===== src/common/serial_port_consts.vh =====
// Constants for the serial configuration port and its register bank.
// Assumes inclusion by bare name from design files; definitions only.
//
// Operation
// - Seven low address bits pick the register written or read.
// - Device captures sixteen data bits on rising serial clock edges.
// - Flag high makes a readback; writes stay blocked until flag cleared.
// - Readback shifts sixteen register bits out, MSB first, on chosen pin.
// - Transfers with the flag cleared make the device accept writes again.
// - One write updates every field of the addressed register together.
// - Register 0 bit 15 picks three-wire (0) or four-wire (1) mode.
// - Register 0 bit 14 enables two-times decimation filter, default off.
// - Register 0 bit 12 picks filter band, low or high pass.
// - Register 1 bit 15 enables automatic gain and offset correction.
// - Flag latched on first rising clock edge after select falls.
`ifndef SERIAL_PORT_CONSTS_VH
`define SERIAL_PORT_CONSTS_VH

`define ADDR_BITS 8
`define DATA_BITS 16
`define FRAME_BITS 24
`define RW_FLAG_BIT 7
`define REG_ADDR_W 7

`define REG_IF_FILTER 7'h00
`define REG_CORR_FMT 7'h01
`define REG_OVR_THRESH 7'h02
`define REG_CORR_START 7'h03
`define REG_SYNC_LOW 7'h0e
`define REG_SYNC_VREF 7'h0f
`define REG_TEMP 7'h2b
`define REG_SOFT_RESET 7'h2c
`define REG_SLEEP 7'h37
`define REG_POWER 7'h38
`define REG_DRIVER 7'h3a
`define REG_BUS_EN 7'h66

`define RST_IF_FILTER 16'h0000
`define RST_CORR_FMT 16'h0000
`define RST_OVR_THRESH 16'h0780
`define RST_CORR_START 16'h4b18
`define RST_SYNC_LOW 16'haaa8
`define RST_SYNC_VREF 16'ha000
`define RST_SOFT_RESET 16'h0000
`define RST_SLEEP 16'h0000
`define RST_POWER 16'hffff
`define RST_DRIVER 16'h0000
`define RST_BUS_EN 16'h0000
`define SOFT_RESET_KEY 16'hd2f0

`define BIT_WIRE_MODE 15
`define BIT_DECIM_EN 14
`define BIT_FILTER_BAND 12
`define BIT_CORR_EN 15

`define CNT_W 5
`define CNT_ZERO 5'h00
`define CNT_ADDR_DONE 5'h08
`define CNT_FRAME_DONE 5'h18

`endif


===== src/design/pin_sync.v =====
// Two-stage synchroniser for a group of asynchronous pin inputs.
// Assumes nothing but the local clock and reset.
`timescale 1ns/1ns
`default_nettype none
module pin_sync #(
    parameter WIDTH = 3,
    parameter [WIDTH-1:0] RESET_VALUE = {WIDTH{1'b1}}
) (
    input wire clk,
    input wire sys_rst,
    input wire [WIDTH-1:0] async_in,
    output reg [WIDTH-1:0] sync_out
);
    reg [WIDTH-1:0] stage1;

    // First stage feeds only the second stage
    always @(posedge clk or posedge sys_rst) begin
        if (sys_rst) begin
            stage1 <= RESET_VALUE;
            sync_out <= RESET_VALUE;
        end else begin
            stage1 <= async_in;
            sync_out <= stage1;
        end
    end
endmodule // pin_sync
`default_nettype wire


===== src/design/reg_bank.v =====
// Register bank: writable words, soft reset key, registered read data.
// Assumes write strobes come from the serial port on the same clock.
`timescale 1ns/1ns
`default_nettype none
`include "serial_port_consts.vh"
module reg_bank (
    input wire clk,
    input wire sys_rst,
    input wire wr_en,
    input wire [`REG_ADDR_W-1:0] addr,
    input wire [`DATA_BITS-1:0] wr_data,
    input wire [8:0] temp_value,
    output reg [`DATA_BITS-1:0] rd_data,
    output wire [`DATA_BITS-1:0] if_filter,
    output wire [`DATA_BITS-1:0] corr_fmt
);
    reg [`DATA_BITS-1:0] r_if, r_corr, r_ovr, r_cstart, r_sync_lo, r_sync_vr;
    reg [`DATA_BITS-1:0] r_sleep, r_power, r_drv, r_bus;
    wire soft_rst;

    // Key write restores defaults; the key itself never sticks, reading 0
    assign soft_rst = wr_en && addr == `REG_SOFT_RESET && wr_data == `SOFT_RESET_KEY;

    // ------------------------------------------------------------
    // Storage
    // ------------------------------------------------------------
    always @(posedge clk or posedge sys_rst) begin
        if (sys_rst) begin
            r_if <= `RST_IF_FILTER;
            r_corr <= `RST_CORR_FMT;
            r_ovr <= `RST_OVR_THRESH;
            r_cstart <= `RST_CORR_START;
            r_sync_lo <= `RST_SYNC_LOW;
            r_sync_vr <= `RST_SYNC_VREF;
            r_sleep <= `RST_SLEEP;
            r_power <= `RST_POWER;
            r_drv <= `RST_DRIVER;
            r_bus <= `RST_BUS_EN;
        end else if (soft_rst) begin
            r_if <= `RST_IF_FILTER;
            r_corr <= `RST_CORR_FMT;
            r_ovr <= `RST_OVR_THRESH;
            r_cstart <= `RST_CORR_START;
            r_sync_lo <= `RST_SYNC_LOW;
            r_sync_vr <= `RST_SYNC_VREF;
            r_sleep <= `RST_SLEEP;
            r_power <= `RST_POWER;
            r_drv <= `RST_DRIVER;
            r_bus <= `RST_BUS_EN;
        end else if (wr_en) begin
            // Whole word at once
            case (addr)
                `REG_IF_FILTER: r_if <= wr_data;
                `REG_CORR_FMT: r_corr <= wr_data;
                `REG_OVR_THRESH: r_ovr <= wr_data;
                `REG_CORR_START: r_cstart <= wr_data;
                `REG_SYNC_LOW: r_sync_lo <= wr_data;
                `REG_SYNC_VREF: r_sync_vr <= wr_data;
                `REG_SLEEP: r_sleep <= wr_data;
                `REG_POWER: r_power <= wr_data;
                `REG_DRIVER: r_drv <= wr_data;
                `REG_BUS_EN: r_bus <= wr_data;
                default: r_if <= r_if;
            endcase
        end
    end

    // Read data is registered every cycle from the current address
    always @(posedge clk or posedge sys_rst) begin
        if (sys_rst) begin
            rd_data <= 16'h0000;
        end else begin
            case (addr)
                `REG_IF_FILTER: rd_data <= r_if;
                `REG_CORR_FMT: rd_data <= r_corr;
                `REG_OVR_THRESH: rd_data <= r_ovr;
                `REG_CORR_START: rd_data <= r_cstart;
                `REG_SYNC_LOW: rd_data <= r_sync_lo;
                `REG_SYNC_VREF: rd_data <= r_sync_vr;
                `REG_TEMP: rd_data <= {7'h00, temp_value};
                `REG_SLEEP: rd_data <= r_sleep;
                `REG_POWER: rd_data <= r_power;
                `REG_DRIVER: rd_data <= r_drv;
                `REG_BUS_EN: rd_data <= r_bus;
                default: rd_data <= 16'h0000;
            endcase
        end
    end

    assign if_filter = r_if;
    assign corr_fmt = r_corr;
endmodule // reg_bank
`default_nettype wire


===== src/design/serial_config_port.v =====
// Serial configuration port: three/four-wire slave in front of the register bank.
// Assumes serial clock far slower than clk (20 MHz max vs 100 MHz); all link
// pins are sampled through two flip-flops before use.
`timescale 1ns/1ns
`default_nettype none
`include "serial_port_consts.vh"
module serial_config_port (
    input wire clk,
    input wire sys_rst,
    input wire serial_clk,
    input wire serial_select_n,
    input wire serial_data_in,
    output reg serial_data_out,
    output reg serial_data_oe_n,
    output reg serial_out_pin,
    output reg serial_out_oe_n,
    input wire [8:0] temp_value,
    output reg four_wire_mode,
    output reg decimation_enable,
    output reg filter_band_select,
    output reg auto_correction_enable,
    output reg write_blocked
);
    // ------------------------------------------------------------
    // States
    // ------------------------------------------------------------
    localparam [3:0] ST_IDLE = 4'b0001;
    localparam [3:0] ST_ADDR = 4'b0010;
    localparam [3:0] ST_DATA = 4'b0100;
    localparam [3:0] ST_WAIT = 4'b1000;

    wire [2:0] pins_sync;
    wire sclk_s;
    wire sel_n_s;
    wire din_s;
    reg sclk_d;
    reg [3:0] state;
    reg [`CNT_W-1:0] bit_cnt;
    reg [`ADDR_BITS-1:0] addr_sh;
    reg [`DATA_BITS-1:0] data_sh;
    reg [`DATA_BITS-1:0] out_sh;
    reg read_cycle;
    reg rd_phase;
    reg wr_en;
    reg load_pending;
    reg load_go;
    wire sclk_rise;
    wire sclk_fall;
    wire [`DATA_BITS-1:0] rd_data;
    wire [`DATA_BITS-1:0] if_filter;
    wire [`DATA_BITS-1:0] corr_fmt;
    wire [`REG_ADDR_W-1:0] bank_addr;

    pin_sync #(
        .WIDTH(3),
        .RESET_VALUE(3'b010)
    ) u_sync (
        .clk(clk),
        .sys_rst(sys_rst),
        .async_in({serial_clk, serial_select_n, serial_data_in}),
        .sync_out(pins_sync)
    );

    assign sclk_s = pins_sync[2];
    assign sel_n_s = pins_sync[1];
    assign din_s = pins_sync[0];
    assign sclk_rise = sclk_s && !sclk_d;
    assign sclk_fall = !sclk_s && sclk_d;
    assign bank_addr = addr_sh[`REG_ADDR_W-1:0];

    reg_bank u_bank (
        .clk(clk),
        .sys_rst(sys_rst),
        .wr_en(wr_en),
        .addr(bank_addr),
        .wr_data(data_sh),
        .temp_value(temp_value),
        .rd_data(rd_data),
        .if_filter(if_filter),
        .corr_fmt(corr_fmt)
    );

    always @(posedge clk or posedge sys_rst) begin
        if (sys_rst) begin
            sclk_d <= 1'b0;
        end else begin
            sclk_d <= sclk_s;
        end
    end

    // ------------------------------------------------------------
    // Frame sequencer
    // ------------------------------------------------------------
    // Select high aborts any frame, so a short frame never writes.
    always @(posedge clk or posedge sys_rst) begin
        if (sys_rst) begin
            state <= ST_IDLE;
            bit_cnt <= `CNT_ZERO;
            addr_sh <= 8'h00;
            data_sh <= 16'h0000;
            read_cycle <= 1'b0;
            rd_phase <= 1'b0;
            wr_en <= 1'b0;
            load_pending <= 1'b0;
            load_go <= 1'b0;
            write_blocked <= 1'b0;
        end else begin
            wr_en <= 1'b0;
            load_pending <= 1'b0;
            // Read data register needs one clock to follow the completed address
            load_go <= load_pending;
            if (sel_n_s) begin
                state <= ST_IDLE;
                bit_cnt <= `CNT_ZERO;
                rd_phase <= 1'b0;
            end else begin
                case (state)
                    ST_IDLE: begin
                        bit_cnt <= `CNT_ZERO;
                        state <= ST_ADDR;
                    end
                    ST_ADDR: begin
                        if (sclk_rise) begin
                            // MSB first: flag lands in the top bit
                            addr_sh <= {addr_sh[`ADDR_BITS-2:0], din_s};
                            if (bit_cnt == `CNT_ZERO) begin
                                read_cycle <= din_s;
                                write_blocked <= din_s;
                            end
                            bit_cnt <= bit_cnt + 5'h01;
                            if (bit_cnt == `CNT_ADDR_DONE - 5'h01) begin
                                state <= ST_DATA;
                                load_pending <= read_cycle;
                            end
                        end
                    end
                    ST_DATA: begin
                        if (sclk_rise) begin
                            data_sh <= {data_sh[`DATA_BITS-2:0], din_s};
                            bit_cnt <= bit_cnt + 5'h01;
                            if (bit_cnt == `CNT_FRAME_DONE - 5'h01) begin
                                state <= ST_WAIT;
                                wr_en <= !read_cycle;
                            end
                        end
                        rd_phase <= read_cycle;
                    end
                    ST_WAIT: begin
                        state <= ST_WAIT;
                    end
                    default: state <= ST_IDLE;
                endcase
            end
        end
    end

    // ------------------------------------------------------------
    // Readback shifter
    // ------------------------------------------------------------
    // Bits change on the falling edge so the controller sees them stable
    // at the next rising edge; costs half a clock of setup margin.
    // The fall between the last address edge and the first data edge must
    // not shift, or the top bit would be gone before it is sampled.
    always @(posedge clk or posedge sys_rst) begin
        if (sys_rst) begin
            out_sh <= 16'h0000;
        end else if (load_go) begin
            out_sh <= rd_data;
        end else if (rd_phase && sclk_fall && bit_cnt != `CNT_ADDR_DONE) begin
            out_sh <= {out_sh[`DATA_BITS-2:0], 1'b0};
        end
    end

    // ------------------------------------------------------------
    // Pin drivers and decoded controls
    // ------------------------------------------------------------
    always @(posedge clk or posedge sys_rst) begin
        if (sys_rst) begin
            serial_data_out <= 1'b0;
            serial_data_oe_n <= 1'b1;
            serial_out_pin <= 1'b0;
            serial_out_oe_n <= 1'b1;
            four_wire_mode <= 1'b0;
            decimation_enable <= 1'b0;
            filter_band_select <= 1'b0;
            auto_correction_enable <= 1'b0;
        end else begin
            serial_data_out <= out_sh[`DATA_BITS-1];
            serial_out_pin <= out_sh[`DATA_BITS-1];
            // Three-wire: data pin only drives in readback data phase
            serial_data_oe_n <= !(rd_phase && !sel_n_s && !if_filter[`BIT_WIRE_MODE]);
            serial_out_oe_n <= !(rd_phase && !sel_n_s && if_filter[`BIT_WIRE_MODE]);
            four_wire_mode <= if_filter[`BIT_WIRE_MODE];
            decimation_enable <= if_filter[`BIT_DECIM_EN];
            // Band only matters while decimating
            filter_band_select <= if_filter[`BIT_FILTER_BAND] & if_filter[`BIT_DECIM_EN];
            auto_correction_enable <= corr_fmt[`BIT_CORR_EN];
        end
    end
endmodule // serial_config_port
`default_nettype wire


===== config.mk =====
export PLATFORM = sky130hd
export DESIGN_NAME = serial_config_port
export DESIGN_NICKNAME = d
export VERILOG_FILES = /design/src/design/pin_sync.v /design/src/design/reg_bank.v /design/src/design/serial_config_port.v
export VERILOG_INCLUDE_DIRS = /design/src /design/src/common
export SDC_FILE = /design/constraint.sdc
export NUM_CORES = 1
export LEC_CHECK = 0
export ABC_AREA = 1
export BUFFER_PORTS_ARGS = -buffer_cell sky130_fd_sc_hd__buf_2
export CORE_MARGIN = 10
export CORE_UTILIZATION = 50
export DETAILED_ROUTE_END_ITERATION = 8
export GPL_TIMING_DRIVEN = 0
export HOLD_SLACK_MARGIN = 0.02
export PLACE_DENSITY_LB_ADDON = 0.3
export SYNTH_ARGS = -nofsm -noshare
export SYNTH_HDL_FRONTEND = slang
export SYNTH_SLANG_ARGS = --single-unit

===== constraint.sdc =====
create_clock -name clk -period 9.5 [get_ports clk]
set_input_delay 1.9 -clock clk [delete_from_list [all_inputs] [get_ports clk]]
set_output_delay 1.9 -clock clk [all_outputs]
set_load 0.02 [all_outputs]

### Word level (Yosys, flattened, before mapping)

Index checks and enable logic that the tools add are counted.

| word-level totals | value |
|---|---|
| bits in registers | 243 |
| latch bits | 0 |
| bits in writable memories | 0 |
| memory bits (read-only) | 0 |
| input port bits | 14 |
| logic and storage cells | 158 |
| memories kept | 0 |

| cells by class | value |
|---|---|
| add/subtract/negate cells | 1 |
| multiply operators | 0 |
| div/mod/pow operators | 0 |
| $lt $le $gt $ge | 0 |
| equality and inequality tests | 24 |
| shift operators | 0 |
| mux-type cells | 52 |
| bitwise operators | 2 |
| reduce and logical (&&, ||, !) cells | 48 |

Operators by type and width:

| kind | count |
|---|---|
| $mux W16 | 32 |
| $pmux W16 S11 | 1 |
| $eq A7 B6 Y1 const B | 5 |
| $reduce_bool A2 Y1 | 13 |
| $reduce_and A2 Y1 | 11 |
| $mux W4 | 5 |
| $eq A16 B16 Y1 const B | 1 |
| $pmux W4 S4 | 1 |
| $eq A7 B2 Y1 const B | 2 |
| $eq A7 B4 Y1 const B | 2 |
| $ne A3 B2 Y1 const B | 4 |
| $mux W1 | 10 |
| $mux W5 | 2 |
| $pmux W5 S2 | 1 |
| $logic_and A1 B1 Y1 | 9 |
| $reduce_and A4 Y1 | 2 |
| $eq A7 B1 Y1 const B | 1 |
| $eq A7 B7 Y1 const B | 1 |
| $logic_not A1 Y1 | 7 |
| $logic_not A7 Y1 | 1 |
| $reduce_and A3 Y1 | 2 |
| $add A5 B1 Y5 const B | 1 |
| $eq A5 B3 Y1 const B | 1 |
| $eq A5 B5 Y1 const B | 1 |
| other kinds (11) | 11 |

### Logic depth before layout (Yosys ltp)

| depth | value |
|---|---|
| depth after elaboration | 6 |
| gate-level depth with buffers | 13 |
| mapped depth without buffers | 10 |

### Cells and area by module

A second synthesis with hierarchy kept.

| unflattened totals | value |
|---|---|
| cells, all modules | 1,484 |
| area, all modules | 11,750.0 um2 |

Modules (own cells, without submodules):

| module | times used | cells an instance | area each (um2) | seq. area each (um2) |
|---|---|---|---|---|
| reg_bank | 1 | 1,175 | 8,778.4 | 4,448.0 |
| serial_config_port | 1 | 302 | 2,815.2 | 1,530.2 |
| pin_sync | 1 | 7 | 156.4 | 152.6 |

### Worst setup path before layout

No wires, ideal clock.

| timing path | value |
|---|---|
| kind | reg2out |
| from | register serial_out_pin |
| to | output port serial_out_pin |
| data arrival time | 0.613 ns |
| data required time | 7.600 ns |
| setup slack | 6.987 ns |
| stages on the path, launching flop included | 2 |
| path buffers | 1 |
| path through | dfrtp_1 buf_4 |

RTL lines:

| element | line | text |
|---|---|---|
| start: declaration | serial_config_port.v:15 | `output reg serial_out_pin,` |
| start signal: assignment | serial_config_port.v:189 | `` serial_out_pin <= out_sh[`DATA_BITS-1]; `` |

No word-level cell between the ends.

### Final worst setup path

| timing path | value |
|---|---|
| from | register serial_out_oe_n |
| to | output port serial_out_oe_n |

RTL lines:

| element | line | text |
|---|---|---|
| start: declaration | serial_config_port.v:16 | `output reg serial_out_oe_n,` |
| start signal: assignment | serial_config_port.v:192 | `` serial_out_oe_n <= !(rd_phase && !sel_n_s && if_filter[`BIT_WIRE_MODE]); `` |

No word-level cell between the ends.

==> flow_metrics.tcl <==
set metrics [dict create \
    drt-wirelength-per-cell_um 18.6 \
    cts.sinks 243 \
    status "completed" \
    crit_required_ns 7.60 \
    grt_usage 0.230 \
    grt_max_degree 123 \
    grt-ovfl-total 0 \
    finalPower_w 0.00220 \
    layout-drive-gt1-share 0.119 \
    cp-end-kind "output port" \
    finalNonFillerCells 1787 \
    p_leak_nw 6.76 \
    ys_types 27 \
    syn_nets 1446 \
    fmax_ghz 0.324 \
    synth_top_family_by_area "simple AND/OR/NAND/NOR gates" \
    synth-simple-area-share 0.364 \
    hold_slack_ns 0.346 \
    dieHeight_um 171 \
    crit_path_max_incr_delay_ns 0.51 \
    crit_slowest_cell "dfstp_2" \
    syn_area_um2 11400 \
    final_cell_mix "614 x nand2_1, 203 x dfrtp_1, 155 x nand3_1" \
    worstPathArrival_ns 1.18 \
    worst_pin_slew_ns 0.944 \
    rsz0062_at_grt "false" \
    holdCritPathClass "reg2reg" \
    cts_tree "yes" \
    finalWirelength_um 33200 \
    place_ws_ns 6.26 \
    fin_nets 1498 \
    final_common_cell "nand2_1" \
    core_um2 22500 \
    synth-seq-cells 243 \
    relSlewSlack 0.368 \
    syn_to_final_growth_pct 12.0 \
    synthMuxAreaShare 0 \
    vdd_drop_max_v 0.000141 \
    cp_max_fo 1 \
    nFillCells 2062 \
    worst-setup-path-type "reg2out" \
    drv_cap 0 \
    cts.path.max_buffers 3 \
    path_cells "buf_2" \
    final_hold_viol_count 0 \
    post-cts-setup-buffers 0 \
    synth_area_per_cell_um2 7.94 \
    cts_hold_buf 0 \
    synth_compound_gate_area_share 0.0313 \
    diodes 0 \
    worst_path_dominant_cell_family "flip-flops" \
    tns_ns 0 \
    routabilityCongestion 0.954 \
    numPortBuffers 22 \
    ys_seq_area_frac 0.540 \
    drt_iter0_drc 1340 \
    min_period_over_period 0.325 \
    yosys_warnings 0 \
    worst-path-buf-inv 1 \
    fin_skew_ns 0.00941 \
    placementRows 55 \
    grt_pass1_vias 9355 \
    start_kind "flip-flop" \
    die_area_um2 29100 \
    cts_made_buffers 27 \
    drc_errors 0 \
    powerDensity_nw_per_um2 173 \
    dp_hpwl_um 23000 \
    dpl.cell_count 1738 \
    cts_resized 0 \
    chipWidth_um 171 \
    ios 23 \
    synthAdderAreaFrac 0.00220 \
    num_vias 9906 \
    via_per_inst 5.54 \
    worst_slack_ns 6.42 \
    clk_pin_slew_ns 0.06 \
    synth_xor_area_frac 0.00154 \
    drv_slew 0 \
    antenna_left 0 \
    grt_pass1_wl_um 52300 \
    antenna_found_initial 0 \
    htree_num_levels 1 \
    root_buffer "clkbuf_16" \
    clk_latency_ns 0.53 \
    drtPass1Iterations 6 \
    final-setup-viol-count 0 \
    fin_crit_ns 3.08 \
    start_util 0.505 \
    postSynthCellCount 1430 \
]
## cell families (layout without fill, tap and decap cells)
logic type | Yosys count | after routing
flip-flops | 243 | 243
XOR/XNOR | 2 | 2
AO/OA/AOI/OAI | 61 | 61
buffers and inverters | 153 | 225
AND/OR/NAND/NOR | 969 | 969
adder cells (fa/ha/maj) | 2 | 2
## through the flow
stage	instance area, µm²	utilization
4_1_cts	12700	0.565
3_3_place_gp	11800	0.525
3_5_place_dp	11900	0.527
6_report	12700	0.565
5_1_grt	12700	0.565
2_1_floorplan	11400	-
## cell usage after synthesis (all sizes together)
| library cell | instances | area (µm²) |
|---|---|---|
| a21boi | 12 | 90.1 |
| nand2 | 634 | 2460 |
| nor4 | 2 | 12.5 |
| clkbuf | 50 | 188 |
| inv | 66 | 248 |
| buf | 37 | 257 |
| a21oi | 4 | 20.0 |
| o22ai | 14 | 87.6 |
| xor2 | 2 | 17.5 |
| ha | 2 | 25.0 |
| o21ai | 30 | 150 |
| nand4 | 65 | 407 |
| nor2 | 100 | 375 |
| nor3 | 9 | 76.3 |
| o211ai | 1 | 7.51 |
| dfrtp | 203 | 5080 |
| dfstp | 40 | 1050 |
| nand3b | 4 | 30.0 |
| nand3 | 155 | 776 |
## metal layers
| metal | global-route usage | vias to the layer above | routed length, µm |
|---|---|---|---|
| met5 | 0 | - | 0 |
| met4 | 0.0984 | 0 | 1470 |
| met3 | 0.0355 | 68 | 2710 |
| met2 | 0.357 | 392 | 15000 |
| met1 | 0.315 | 4760 | 14100 |
| li1 | - | 4686 | - |
## layout make-up
type / count / area [µm²] / share of cell area
inverters: 66 / 255 / 0.0201
flip-flops and latches: 243 / 6130 / 0.482
multi-input cells: 1034 / 4530 / 0.356
clock inverters: 12 / 90.1 / 0.00708
well taps: 285 / 357 / 0.0280
repair buffers: 23 / 138 / 0.0108
plain buffers: 87 / 444 / 0.0349
clock buffers: 37 / 773 / 0.0608
## where the power goes
part / leakage, nW / total (W) / switching, W / internal (W)
sequential: 3.24 / 0.00106 / 0.00000981 / 0.00105
combinational: 3.09 / 0.000128 / 0.000104 / 0.0000241
clock: 0.430 / 0.00102 / 0.000422 / 0.000594
## state kept, by name (all words and copies together) (netlist names), 3 cells and up
name	flops
addr_sh	7
bit_cnt	5
data_sh	16
out_sh	16
state	4
u_bank.corr_fmt	16
u_bank.if_filter	16
u_bank.r_bus	16
u_bank.r_cstart	16
u_bank.r_drv	16
u_bank.r_ovr	16
u_bank.r_power	16
u_bank.r_sleep	16
u_bank.r_sync_lo	16
u_bank.r_sync_vr	16
u_bank.rd_data	16
u_sync.stage1	3
u_sync.sync_out	3
## path summary, 6_finish.rpt
check                                       to  slack [ns]  cells past startpoint        startpoint
min in group asynchronous  u_bank.if_filter[2]        1.53                      2           sys_rst
max in group asynchronous   u_sync.sync_out[0]        6.87                      3           sys_rst
hold / removal              u_sync.sync_out[2]        0.35                      0  u_sync.stage1[2]
setup / recovery               serial_out_oe_n        6.42                      1   serial_out_oe_n
hold reg to reg             u_sync.sync_out[2]        0.35                      0  u_sync.stage1[2]
setup reg to reg             u_bank.rd_data[3]        7.11                      8        addr_sh[5]
Note: power is estimated with default switching activity, not from simulation.
